--- config.mk ---
export PLATFORM = sky130hd
export DESIGN_NAME = jtag_ir_decode
export DESIGN_NICKNAME = d
export VERILOG_FILES = /design/src/design/jtag_ir_pkg.sv /design/src/design/jtag_ir_decode.sv /design/src/design/pin_sync.sv /design/src/design/ir_stage.sv
export SDC_FILE = /design/constraint.sdc
export NUM_CORES = 1
export LEC_CHECK = 0
export ABC_AREA = 1
export BUFFER_PORTS_ARGS = -buffer_cell sky130_fd_sc_hd__buf_2
export CORE_MARGIN = 2
export CORE_UTILIZATION = 40
export DETAILED_ROUTE_END_ITERATION = 16
export GPL_ROUTABILITY_DRIVEN = 0
export GPL_TIMING_DRIVEN = 0
export PLACE_DENSITY = 0.61
export SKIP_LAST_GASP = 1
export SYNTH_ARGS = -nofsm -noshare
export SYNTH_HDL_FRONTEND = slang
export SYNTH_HIERARCHICAL = 1
export SYNTH_SLANG_ARGS = --single-unit
--- constraint.sdc ---
create_clock -name ref_clk -period 1.9 [get_ports ref_clk]
set_clock_uncertainty 0.15 [all_clocks]
set_input_delay 0.095 -clock ref_clk [delete_from_list [all_inputs] [get_ports ref_clk]]
set_output_delay 0.095 -clock ref_clk [all_outputs]
set_load 0.05 [all_outputs]
--- src/design/jtag_ir_pkg.sv ---
// Constants, opcodes and controller states for the test port instruction decoder.
package jtag_ir_pkg;

   localparam int IR_WIDTH = 6;
   localparam int ID_WIDTH = 32;

   localparam logic [IR_WIDTH-1:0] OP_EXTEST   = 6'h00;
   localparam logic [IR_WIDTH-1:0] OP_SAMPLE   = 6'h01;
   localparam logic [IR_WIDTH-1:0] OP_IDCODE   = 6'h02;
   localparam logic [IR_WIDTH-1:0] OP_HIGHZ    = 6'h03;
   localparam logic [IR_WIDTH-1:0] OP_VALIDATE = 6'h2D;
   localparam logic [IR_WIDTH-1:0] OP_CLAMP    = 6'h3E;
   localparam logic [IR_WIDTH-1:0] OP_BYPASS   = 6'h3F;

   localparam int ID_MANUF_LSB = 1;
   localparam int ID_PART_LSB  = 12;
   localparam int ID_VER_LSB   = 28;
   localparam logic ID_FIXED_LSB = 1'b1;
   localparam logic BYPASS_CAPTURE = 1'b0;
   // Consecutive test clock rises with mode select high that must end in reset.
   localparam int TMS_RESET_RISES = 5;

   // Pin inputs are idle-high (pull-ups) except the test clock, which rests low.
   localparam logic [2:0] PIN_RESET = 3'h6;

   typedef enum logic [15:0] {
      ST_RESET  = 16'h0001,
      ST_IDLE   = 16'h0002,
      ST_SEL_DR = 16'h0004,
      ST_CAP_DR = 16'h0008,
      ST_SH_DR  = 16'h0010,
      ST_EX1_DR = 16'h0020,
      ST_PA_DR  = 16'h0040,
      ST_EX2_DR = 16'h0080,
      ST_UP_DR  = 16'h0100,
      ST_SEL_IR = 16'h0200,
      ST_CAP_IR = 16'h0400,
      ST_SH_IR  = 16'h0800,
      ST_EX1_IR = 16'h1000,
      ST_PA_IR  = 16'h2000,
      ST_EX2_IR = 16'h4000,
      ST_UP_IR  = 16'h8000
   } tap_state_t;

endpackage

--- src/design/jtag_ir_decode.sv ---
// Test access port controller, instruction decode and serial data path selection.
module jtag_ir_decode
   import jtag_ir_pkg::*;
#(
   parameter logic [10:0] ID_MANUF   = 11'h155,
   parameter logic [15:0] ID_PART    = 16'h1234,
   parameter logic [3:0]  ID_VERSION = 4'h1
) (
   input  wire logic ref_clk,
   input  wire logic arst_n,
   input  wire logic tck,
   input  wire logic tms,
   input  wire logic tdi,
   output logic      tdo,
   output logic      tdo_oe,
   input  wire logic bsr_so,
   output logic      bsr_si,
   output logic      bsr_capture,
   output logic      bsr_shift,
   output logic      bsr_update,
   output logic      pin_drive_bsr,
   output logic      pin_highz
);

   import jtag_ir_pkg::*;

   // Fields are arbitrary identity values, not those of any real part.
   localparam logic [ID_WIDTH-1:0] ID_VALUE =
      {ID_VERSION, ID_PART, ID_MANUF, ID_FIXED_LSB};

   function automatic logic is_reserved(input logic [IR_WIDTH-1:0] op);
      return !(op == OP_EXTEST || op == OP_SAMPLE || op == OP_IDCODE ||
               op == OP_HIGHZ || op == OP_VALIDATE || op == OP_CLAMP ||
               op == OP_BYPASS);
   endfunction

   logic [2:0]          pins_s;
   logic                tck_s;
   logic                tms_s;
   logic                tdi_s;
   logic                tck_q;
   logic                tck_rise;
   logic                tck_fall;
   tap_state_t          state;
   tap_state_t          next_state;
   logic [IR_WIDTH-1:0] ir_shift;
   logic [IR_WIDTH-1:0] instr;
   logic                sel_bsr;
   logic                sel_id;
   logic                sel_byp;
   logic                op_extest;
   logic                op_highz;
   logic                op_clamp;
   logic                bypass;
   logic [ID_WIDTH-1:0] id_shift;
   logic                ir_capture;
   logic                ir_shift_en;
   logic                ir_update;
   logic                dr_capture;
   logic                dr_shift;
   logic                serial_out;
   logic [2:0]          tms_ones;

   pin_sync #(
      .WIDTH     (3),
      .RESET_VAL (PIN_RESET)
   ) u_sync (
      .ref_clk (ref_clk),
      .arst_n  (arst_n),
      .pin     ({tms, tdi, tck}),
      .level   (pins_s)
   );

   assign tck_s = pins_s[0];
   assign tdi_s = pins_s[1];
   assign tms_s = pins_s[2];

   always_ff @(posedge ref_clk or negedge arst_n) begin
      if (!arst_n) begin
         tck_q <= 1'b0;
      end else begin
         tck_q <= tck_s;
      end
   end

   assign tck_rise = tck_s & ~tck_q;
   assign tck_fall = ~tck_s & tck_q;

   // Five rising edges with mode select high reach the reset state from anywhere.
   always_comb begin
      next_state = state;
      unique case (state)
         ST_RESET:  next_state = tms_s ? ST_RESET  : ST_IDLE;
         ST_IDLE:   next_state = tms_s ? ST_SEL_DR : ST_IDLE;
         ST_SEL_DR: next_state = tms_s ? ST_SEL_IR : ST_CAP_DR;
         ST_CAP_DR: next_state = tms_s ? ST_EX1_DR : ST_SH_DR;
         ST_SH_DR:  next_state = tms_s ? ST_EX1_DR : ST_SH_DR;
         ST_EX1_DR: next_state = tms_s ? ST_UP_DR  : ST_PA_DR;
         ST_PA_DR:  next_state = tms_s ? ST_EX2_DR : ST_PA_DR;
         ST_EX2_DR: next_state = tms_s ? ST_UP_DR  : ST_SH_DR;
         ST_UP_DR:  next_state = tms_s ? ST_SEL_DR : ST_IDLE;
         ST_SEL_IR: next_state = tms_s ? ST_RESET  : ST_CAP_IR;
         ST_CAP_IR: next_state = tms_s ? ST_EX1_IR : ST_SH_IR;
         ST_SH_IR:  next_state = tms_s ? ST_EX1_IR : ST_SH_IR;
         ST_EX1_IR: next_state = tms_s ? ST_UP_IR  : ST_PA_IR;
         ST_PA_IR:  next_state = tms_s ? ST_EX2_IR : ST_PA_IR;
         ST_EX2_IR: next_state = tms_s ? ST_UP_IR  : ST_SH_IR;
         ST_UP_IR:  next_state = tms_s ? ST_SEL_DR : ST_IDLE;
         default:   next_state = ST_RESET;
      endcase
   end

   always_ff @(posedge ref_clk or negedge arst_n) begin
      if (!arst_n) begin
         state <= ST_RESET;
      end else if (tck_rise) begin
         state <= next_state;
      end
   end

   // Capture and shift act on the rising edge that leaves the state; updates act on
   // the falling edge inside it, so outputs never change mid-shift.
   assign ir_capture  = tck_rise && state == ST_CAP_IR;
   assign ir_shift_en = tck_rise && state == ST_SH_IR;
   assign ir_update   = tck_fall && state == ST_UP_IR;
   assign dr_capture  = tck_rise && state == ST_CAP_DR;
   assign dr_shift    = tck_rise && state == ST_SH_DR;

   ir_stage u_ir (
      .ref_clk   (ref_clk),
      .arst_n    (arst_n),
      .tap_reset (state == ST_RESET),
      .capture   (ir_capture),
      .shift     (ir_shift_en),
      .update    (ir_update),
      .tdi       (tdi_s),
      .shift_reg (ir_shift),
      .instr     (instr)
   );

   assign op_extest = instr == OP_EXTEST;
   assign op_highz  = instr == OP_HIGHZ;
   assign op_clamp  = instr == OP_CLAMP;
   assign sel_bsr   = op_extest || instr == OP_SAMPLE;
   assign sel_id    = instr == OP_IDCODE;
   assign sel_byp   = !sel_bsr && !sel_id;

   assign bsr_capture = dr_capture && sel_bsr;
   assign bsr_shift   = dr_shift && sel_bsr;
   assign bsr_si      = tdi_s;
   assign bsr_update  = tck_fall && state == ST_UP_DR && sel_bsr;

   always_ff @(posedge ref_clk or negedge arst_n) begin
      if (!arst_n) begin
         pin_drive_bsr <= 1'b0;
         pin_highz     <= 1'b0;
      end else begin
         pin_drive_bsr <= op_extest || op_clamp;
         pin_highz     <= op_highz;
      end
   end

   always_ff @(posedge ref_clk or negedge arst_n) begin
      if (!arst_n) begin
         bypass <= BYPASS_CAPTURE;
      end else if (dr_capture && sel_byp) begin
         bypass <= BYPASS_CAPTURE;
      end else if (dr_shift && sel_byp) begin
         bypass <= tdi_s;
      end
   end

   always_ff @(posedge ref_clk or negedge arst_n) begin
      if (!arst_n) begin
         id_shift <= ID_VALUE;
      end else if (dr_capture && sel_id) begin
         id_shift <= ID_VALUE;
      end else if (dr_shift && sel_id) begin
         id_shift <= {tdi_s, id_shift[ID_WIDTH-1:1]};
      end
   end

   assign serial_out = state == ST_SH_IR ? ir_shift[0] :
                       sel_bsr           ? bsr_so      :
                       sel_id            ? id_shift[0] : bypass;

   // The serial output moves only on falling edges so the tester samples it settled.
   always_ff @(posedge ref_clk or negedge arst_n) begin
      if (!arst_n) begin
         tdo    <= 1'b0;
         tdo_oe <= 1'b0;
      end else if (tck_fall) begin
         tdo    <= serial_out;
         tdo_oe <= state == ST_SH_IR || state == ST_SH_DR;
      end
   end

   // Helper for the reset check; it saturates so a long run of ones stays at the limit.
   always_ff @(posedge ref_clk or negedge arst_n) begin
      if (!arst_n) begin
         tms_ones <= 3'h0;
      end else if (tck_rise && !tms_s) begin
         tms_ones <= 3'h0;
      end else if (tck_rise && tms_ones != 3'(TMS_RESET_RISES)) begin
         tms_ones <= tms_ones + 3'h1;
      end
   end

   a_ir_shift_in: assert property (@(posedge ref_clk) disable iff (!arst_n)
      ir_shift_en |=> ir_shift == {$past(tdi_s), $past(ir_shift[IR_WIDTH-1:1])})
      else $error("instruction shift stage did not take the serial input");

   a_ir_holds: assert property (@(posedge ref_clk) disable iff (!arst_n)
      !ir_update && state != ST_RESET |=> $stable(instr))
      else $error("instruction changed outside update");

   a_ir_update: assert property (@(posedge ref_clk) disable iff (!arst_n)
      ir_update |=> instr == $past(ir_shift))
      else $error("update did not latch the shifted instruction");

   a_validate_cap: assert property (@(posedge ref_clk) disable iff (!arst_n)
      ir_capture |=> ir_shift == OP_VALIDATE && ir_shift[1:0] == 2'h1)
      else $error("capture did not load the validate pattern");

   a_reset_idcode: assert property (@(posedge ref_clk) disable iff (!arst_n)
      (tms_ones == 3'(TMS_RESET_RISES) || state == ST_RESET) |=> instr == OP_IDCODE)
      else $error("controller reset left another instruction current");

   a_one_path: assert property (@(posedge ref_clk) disable iff (!arst_n)
      $onehot({sel_bsr, sel_id, sel_byp}))
      else $error("more or fewer than one data path selected");

   a_bypass_zero: assert property (@(posedge ref_clk) disable iff (!arst_n)
      dr_capture && sel_byp ##1 !tck_fall [*2] |-> bypass == 1'b0)
      else $error("bypass bit did not capture zero");

   a_id_lsb: assert property (@(posedge ref_clk) disable iff (!arst_n)
      dr_capture && sel_id |=> id_shift[0] == ID_FIXED_LSB && id_shift == ID_VALUE)
      else $error("identification capture wrong");

   a_extest_drive: assert property (@(posedge ref_clk) disable iff (!arst_n)
      op_extest |=> pin_drive_bsr && !pin_highz)
      else $error("external test not driving pins from boundary latches");

   a_sample_nodrv: assert property (@(posedge ref_clk) disable iff (!arst_n)
      instr == OP_SAMPLE |=> !pin_drive_bsr && !pin_highz)
      else $error("sample instruction disturbed the pins");

   a_highz_out: assert property (@(posedge ref_clk) disable iff (!arst_n)
      op_highz |=> pin_highz && !pin_drive_bsr)
      else $error("high impedance not forced");

   a_clamp_path: assert property (@(posedge ref_clk) disable iff (!arst_n)
      op_clamp |-> sel_byp && !bsr_shift ##1 pin_drive_bsr)
      else $error("clamp path or pin drive wrong");

   a_reserved_byp: assert property (@(posedge ref_clk) disable iff (!arst_n)
      is_reserved(instr) |-> sel_byp ##1 !pin_drive_bsr && !pin_highz)
      else $error("reserved opcode not in bypass with functional pins");

   a_bsr_gated: assert property (@(posedge ref_clk) disable iff (!arst_n)
      (bsr_capture || bsr_shift || bsr_update) |-> sel_bsr)
      else $error("boundary chain strobed while unselected");

   a_tdo_enable: assert property (@(posedge ref_clk) disable iff (!arst_n)
      tck_fall |=> tdo_oe == ($past(state) == ST_SH_IR || $past(state) == ST_SH_DR))
      else $error("serial output enable wrong");

endmodule

--- src/design/pin_sync.sv ---
// Three-stage synchroniser that accepts a new level once stages two and three agree.
module pin_sync #(
   parameter int               WIDTH     = 1,
   parameter logic [WIDTH-1:0] RESET_VAL = '0
) (
   input  wire logic             ref_clk,
   input  wire logic             arst_n,
   input  wire logic [WIDTH-1:0] pin,
   output logic      [WIDTH-1:0] level
);

   logic [WIDTH-1:0] stage1;
   logic [WIDTH-1:0] stage2;
   logic [WIDTH-1:0] stage3;

   always_ff @(posedge ref_clk or negedge arst_n) begin
      if (!arst_n) begin
         stage1 <= RESET_VAL;
         stage2 <= RESET_VAL;
         stage3 <= RESET_VAL;
      end else begin
         stage1 <= pin;
         stage2 <= stage1;
         stage3 <= stage2;
      end
   end

   // Each bit is filtered on its own so one slow line cannot hold the others back.
   genvar i;
   generate
      for (i = 0; i < WIDTH; i++) begin : g_bit
         always_ff @(posedge ref_clk or negedge arst_n) begin
            if (!arst_n) begin
               level[i] <= RESET_VAL[i];
            end else if (stage2[i] == stage3[i]) begin
               level[i] <= stage3[i];
            end
         end
      end
   endgenerate

endmodule

--- src/design/ir_stage.sv ---
// Six-bit instruction shift stage with its update latch.
module ir_stage
   import jtag_ir_pkg::*;
(
   input  wire logic                ref_clk,
   input  wire logic                arst_n,
   input  wire logic                tap_reset,
   input  wire logic                capture,
   input  wire logic                shift,
   input  wire logic                update,
   input  wire logic                tdi,
   output logic [IR_WIDTH-1:0]      shift_reg,
   output logic [IR_WIDTH-1:0]      instr
);

   always_ff @(posedge ref_clk or negedge arst_n) begin
      if (!arst_n) begin
         shift_reg <= OP_VALIDATE;
      end else if (capture) begin
         shift_reg <= OP_VALIDATE;
      end else if (shift) begin
         shift_reg <= {tdi, shift_reg[IR_WIDTH-1:1]};
      end
   end

   always_ff @(posedge ref_clk or negedge arst_n) begin
      if (!arst_n) begin
         instr <= OP_IDCODE;
      end else if (tap_reset) begin
         instr <= OP_IDCODE;
      end else if (update) begin
         instr <= shift_reg;
      end
   end

endmodule

==> run summary, run 1 <==
Final setup vio count = 3
FF+latch count, synth = 78
Bufs on Longest Clock Path = 2
Starting Density = 40.96%
Largest net degree at the start of global routing = 52
CTS Buf Count = 9
Post-synthesis cell area = 3555 um^2
Hold Crit Class = primary input to flip-flop
Final Hold Vio Count = 0
Setup WS post-layout = -36.73 ps
IO buf count = 13
CTS tree = yes
Clock power share = 29.7%
Cells on worst reg2reg path = 10
Top post-synthesis cells by count = nand2_1, dfrtp_1, nand3_1
Number of H-tree levels = 3
Layout cells sized above 1 = 28.42%
Root Buffer = clkbuf_8
DRC = 0
Pwr dens = 931.2 nW/um^2
GRT Residual Overflow = 0
Tmin final = 1937 ps
Vias in the first global route = 2,840
Rel. slew slack = 67.33%
Global-route wire length before repair = 13,120 um
Worst Hold Depth = 4
Clock slew at reported path FFs = 80 ps
WL per Instance = 13.00 um
Top post-synthesis cells by area = dfrtp_1, dfstp_2, nand2_1
Failing checks = setup timing
Cell accounting for the most synthesized area = dfrtp_1
Placed inst area = 3792 um^2
Sw Share = 32.50%
Io pins = 14
RSZ-0062 raised after global routing = yes
Mean post-synth cell area = 8.524 um^2
Ys flop type = dfrtp_1
Initial antenna violation count = 0
Share of power burned in registers = 45.3%
TritonRoute pass-1 iters = 4
Final Max Slew Viols = 0
Die area = 9657 um^2
Status = finished, violations left
Number of synthesis warnings = 6
Worst vdd ir = 0.5893 mV
# diodes = 0
Area grow syn2layout = 24.85%
Worst setup EP type = primary output
Floorplan core area = 8678 um^2
Power Internal = 2.790 mW
Count leader, synth = nand2_1
Setup crit start kind = flip-flop
Post-synth EDFFs = 0
Final wirelength = 7671 um
Pleak = 2.232 nW
Gr usage total = 16.77%
Critical path class = flip-flop to primary output
Sw Pwr = 1.343 mW
Async SR Flop Fraction = 100.0%
Data arrival, critical path = 1690 ps
Post-Synthesis Net Count = 423
Design area = 4438 um^2
Max_cap viols = 0
Clock latency on the worst-skew pair = 340 ps
Combinational power share = 25.0%
Nets = 484
Worst slew pin tran = 490.0 ps
Die width = 98.27 um
Critical path fanouts, max = 6
Required @ worst endpoint = 1650 ps
Post-DP HPWL = 4910 um
Vias post-DR = 2,933
Fmax = 516.3 MHz
Post-route clock period utilization = 101.9%
Initial DRC count = 162
Die Y = 98.27 um
Setup WS pre-CTS = -389.4 ps
Max reg flops = 32
Seq/Total Area, Yosys = 55.83%
Post-Syn Instances = 417
Num rows = 34
Clock sink count = 78
Netlist cell types = 32
Routed Antenna Nets = 0
Largest Register = id_shift
Vias/cell = 4.971
Largest regs = id_shift (32), state (16)
Post-synth top area share = 36.61%
[power by group through the flow]
stage                     Clock [mW]  Combinational, mW  Sequential [mW]
final                           1.23               1.03             1.87
after global routing            1.33               1.13             1.89
after CTS                       1.26              0.971             1.87
after detailed placement           0              0.772             1.89
after global placement             0              0.755             1.89
after floorplan                    0              0.482             1.98
[cells in the final DEF (no fill, tap or decap), types with 10 or more instances in the layout]
cell      synthesis  final
nand2_1         132    129
o21ai_1          10     10
nor2_1           39     29
buf_4             4     37
dfstp_2          26     26
inv_1            36     34
o21ai_0          13     13
dfrtp_1          52     52
nand3_1          40     39
buf_2             4     12
nor2_4            4     18
clkbuf_8          0     10
[critical path, stage by stage, from the launching register on]
cell and delay, ps:
dfrtp_1 410, nor2_4 160, nand2_4 110, nor2_4 110, nand4_1 160, nor3_2 200
buf_6 190
[layout make-up]
type / count / area (um^2)
Clock buffer: 12 / 145.1
Timing Repair Buffer: 50 / 397.9
Fill cell: 810 / 4240
Inverter: 39 / 150.1
Clock inverter: 3 / 43.79
Sequential cell: 78 / 1984
Multi-Input combinational cell: 289 / 1515
Tap cell: 108 / 135.1
Buffer: 11 / 66.31
[per-layer routing]
metal	GRT usage (%)	wire (um)
met1	22.86	3671
met2	26.55	3677
met3	3.579	220
met4	6.217	101
met5	0	0
[final timing paths]
kind                                            startpoint                    endpoint  slack, ps
worst max-delay path                  state[6]$_DFFE_PN0P_                  bsr_update        -40
worst min-delay path                                bsr_so             tdo$_DFFE_PN0P_         40
worst max register to register        state[6]$_DFFE_PN0P_     id_shift[9]$_DFFE_PN1P_         20
worst min register to register  u_sync/stage1[0]$_DFF_PN0_  u_sync/stage2[0]$_DFF_PN0_        210
max in group asynchronous                           arst_n    id_shift[24]$_DFFE_PN1P_        910
min in group asynchronous                           arst_n   u_ir/instr[4]$_DFFE_PN0P_         70
[what timing repair did]
item                                   in CTS  in global routing
resized for setup                          28                 20
setup endpoints to repair                  39                 50
endpoints found under the hold margin      62                  0
buffers inserted                           23                  9
hold buffers                                4                  0
pin swaps                                  13                  5
[cell families (layout without fill, tap and decap cells)]
logic type | after synthesis | count (layout) | synth area share (%)
flip-flops | 78 | 78 | 55.83
buffers and inverters | 50 | 115 | 5.843
AND/OR/NAND/NOR | 244 | 244 | 30.98
AO/OA/AOI/OAI | 45 | 45 | 7.357
[through the flow]
step | utilization [%] | std cells | hold slack, ps | power [mW] | setup TNS, ps
after global placement | 43.35 | 538 | 51.50 | 2.645 | -3168
after global routing | 51.14 | 590 | 51.79 | 4.350 | -2675
after CTS | 49.61 | 581 | 31.15 | 4.100 | -157.3
after detailed placement | 43.70 | 539 | -106.6 | 2.665 | -3378
after floorplan | - | 417 | -350.6 | 2.460 | -27.95
final | 51.14 | 590 | 41.79 | 4.133 | -102.3
(Power assumes the default switching activity.)
==> run 2: changes to the inputs <==
Settings changed: CORE_UTILIZATION 40 to 45, PLACE_DENSITY 0.61 to 0.66.
==> run 2 against run 1 <==
The run still ends with setup timing left; sequential cell count unchanged; final cell count is the same; fmax is 4.4% lower; final area grew 5.7%; via count rose by 0.41%; global-route usage rose by 2.7 points; critical endpoint is now id_shift[3]$_DFFE_PN1P_.
==> run summary, run 2 (synthesized netlist as in run 1, its figures left out) <==
CTS tree = yes (unchanged)
Rel. slew slack = 67.95% (was 67.33%)
Hold Crit Class = primary input to asynchronous set/reset pin (was primary input to flip-flop)
Pwr dens = 913.3 nW/um^2 (was 931.2 nW/um^2)
GRT Residual Overflow = 0 (unchanged)
Clock power share = 31.8% (was 29.7%)
Tmin final = 2026 ps (was 1937 ps)
Max reg flops = 32 (unchanged)
Largest net degree at the start of global routing = 55 (was 52)
Largest regs = id_shift (32), state (16) (unchanged)
Largest Register = id_shift (unchanged)
Max_cap viols = 0 (unchanged)
Die area = 8626 um^2 (was 9657 um^2)
Initial DRC count = 202 (was 162)
Clock slew at reported path FFs = 80 ps (about the same)
Placed inst area = 3785 um^2 (was 3792 um^2)
Critical path fanouts, max = 7 (was 6)
Setup crit start kind = flip-flop (unchanged)
Vias post-DR = 2,945 (was 2,933)
Final setup vio count = 40 (was 3)
Floorplan core area = 7687 um^2 (was 8678 um^2)
Setup WS post-layout = -125.6 ps (was -36.73 ps)
Post-route clock period utilization = 106.6% (was 101.9%)
Global-route wire length before repair = 13,250 um (was 13,120 um)
Worst vdd ir = 0.5894 mV (was 0.5893 mV)
Io pins = 14 (unchanged)
Final Max Slew Viols = 0 (unchanged)
Layout Cells excl Fill = 590 (unchanged)
DRC = 0 (unchanged)
Sw Pwr = 1.392 mW (was 1.343 mW)
Worst slew pin tran = 480.7 ps (was 490.0 ps)
Layout cells sized above 1 = 36.07% (was 28.42%)
Worst setup EP type = flip-flop (was primary output)
# diodes = 0 (unchanged)
Share of power burned in registers = 43.9% (was 45.3%)
Required @ worst endpoint = 2030 ps (was 1650 ps)
TritonRoute pass-1 iters = 4 (unchanged)
Number of H-tree levels = 3 (unchanged)
Root Buffer = clkbuf_8 (unchanged)
WL per Instance = 13.84 um (was 13.00 um)
Placed Instances = 533 (was 539)
Final Core Density = 61.04% (was 51.14%)
Post-DP HPWL = 4778 um (was 4910 um)
IO buf count = 13 (unchanged)
RSZ-0062 raised after global routing = yes (unchanged)
Pleak = 2.289 nW (was 2.232 nW)
Cells on worst reg2reg path = 10 (unchanged)
Starting Density = 46.24% (was 40.96%)
Sw Share = 32.48% (was 32.50%)
Routed Antenna Nets = 0 (unchanged)
Data arrival, critical path = 2160 ps (was 1690 ps)
Reg2Reg Setup Slack = -130 ps (was 20 ps)
Fmax = 493.7 MHz (was 516.3 MHz)
Vias in the first global route = 2,835 (was 2,840)
Gr usage total = 19.44% (was 16.77%)
Failing checks = setup timing (unchanged)
Combinational power share = 24.3% (was 25.0%)
Critical path class = flip-flop to flip-flop (was flip-flop to primary output)
Worst r2r dst = id_shift[3]$_DFFE_PN1P_ (was id_shift[9]$_DFFE_PN1P_)
Commonest non-fill, non-tap cells in the layout = nand2_1, dfrtp_1, inv_1, buf_4, nor2_1 (was nand2_1, dfrtp_1, nand3_1, buf_4, inv_1)
Setup WS pre-CTS = -421.1 ps (was -389.4 ps)
Power Internal = 2.894 mW (was 2.790 mW)
Status = finished, violations left (unchanged)
Final Hold Vio Count = 0 (unchanged)
Bufs on Longest Clock Path = 2 (unchanged)
Initial antenna violation count = 0 (unchanged)
Worst reg2reg startpoint = state[12]$_DFFE_PN0P_ (was state[6]$_DFFE_PN0P_)
Clock latency on the worst-skew pair = 360 ps (was 340 ps)
Die width = 92.88 um (was 98.27 um)
Clock sink count = 78 (unchanged)
Commonest non-fill, non-tap cell in the layout = nand2_1 (unchanged)
Vias/cell = 4.992 (was 4.971)
Num rows = 32 (was 34)
Die Y = 92.88 um (was 98.27 um)
Area grow syn2layout = 32.00% (was 24.85%)
Hold_ws = 29.27 ps (was 41.79 ps)
Final wirelength = 8166 um (was 7671 um)
CTS Buf Count = 9 (unchanged)
Nets = 489 (was 484)
Design area = 4692 um^2 (was 4438 um^2)
==> run 2: cell types whose count changed in the layout (fill, tap and decap cells not counted), moves of 3 or more <==
cell,change
nand3_2,+9
nor2_4,-4
buf_6,+11
nand2_1,-23
buf_2,-3
nand2_2,+19
nand2_4,+4
buf_4,-5
nand3_1,-11
==> run 2: per-stage QoR <==
| step | power (mW) | TNS (ps) |
|---|---|---|
| 6_report | 4.285 | -2769 |
| 5_1_grt | 4.480 | -7276 |
| 4_1_cts | 4.156 | -269.5 |
| 3_5_place_dp | 2.670 | -3764 |
| 3_3_place_gp | 2.642 | -2675 |
| 2_1_floorplan | 2.460 | -27.95 |
==> run 2: critical path: stages (launching register included) <==
cell	delay [ps]
dfrtp_1	410
nor2_4	160
nand2_4	100
nor2_8	160
buf_12	130
nand3_4	100
o21ai_4	320
inv_2	130
clkbuf_16	190
nand2_4	50
nand2_2	40
==> run 2: area by class of cell <==
type | instances | area (um^2)
Timing Repair Buffer | 55 | 483.0
Fill cell | 634 | 2995
Tap cell | 102 | 127.6
Clock buffer | 10 | 127.6
Sequential cell | 78 | 1987
Inverter | 39 | 150.1
Clock inverter | 6 | 86.33
Multi-Input combinational cell | 289 | 1632
Buffer | 11 | 98.84
==> run 2: how the worst max path moves through the flow <==
stage	from	depth (start not counted)	end	slack, ps
2_1_floorplan	state[6]$_DFFE_PN0P_	5	bsr_update	-30
3_3_place_gp	state[7]$_DFFE_PN0P_	8	u_ir/instr[4]$_DFFE_PN0P_	-330
3_5_place_dp	state[6]$_DFFE_PN0P_	7	u_ir/instr[2]$_DFFE_PN0P_	-420
4_1_cts	state[7]$_DFFE_PN0P_	6	bsr_update	-90
5_1_grt	state[12]$_DFFE_PN0P_	10	id_shift[3]$_DFFE_PN1P_	-220
6_report	state[12]$_DFFE_PN0P_	10	id_shift[3]$_DFFE_PN1P_	-130
==> run 2: power by group through the flow <==
stage	Combinational (mW)	Sequential, mW	Clock [mW]
5_1_grt	1.15	1.89	1.44
3_3_place_gp	0.751	1.89	0
4_1_cts	0.890	1.88	1.39
6_report	1.04	1.88	1.36
2_1_floorplan	0.482	1.98	0
3_5_place_dp	0.771	1.90	0
==> run 2: metal layers <==
metal / wire length [um] / global-route usage, % / up-vias / share of wire [%]
met5: 0 / 0 / - / 0
met4: 149 / 6.863 / 0 / 1.8
met3: 248 / 4.719 / 14 / 3.0
met2: 4022 / 29.77 / 44 / 49
met1: 3747 / 27.04 / 1422 / 46
li1: - / - / 1465 / -
==> run 2: what timing repair did <==
action                                 in CTS  in global routing
setup endpoints to repair                  44                 48
setup buffers                              18                 14
endpoints found under the hold margin      67                  0
hold buffers                                5                  0
pin swaps                                   8                 21
cloned                                      1                  3
gates resized for setup                    33                 67
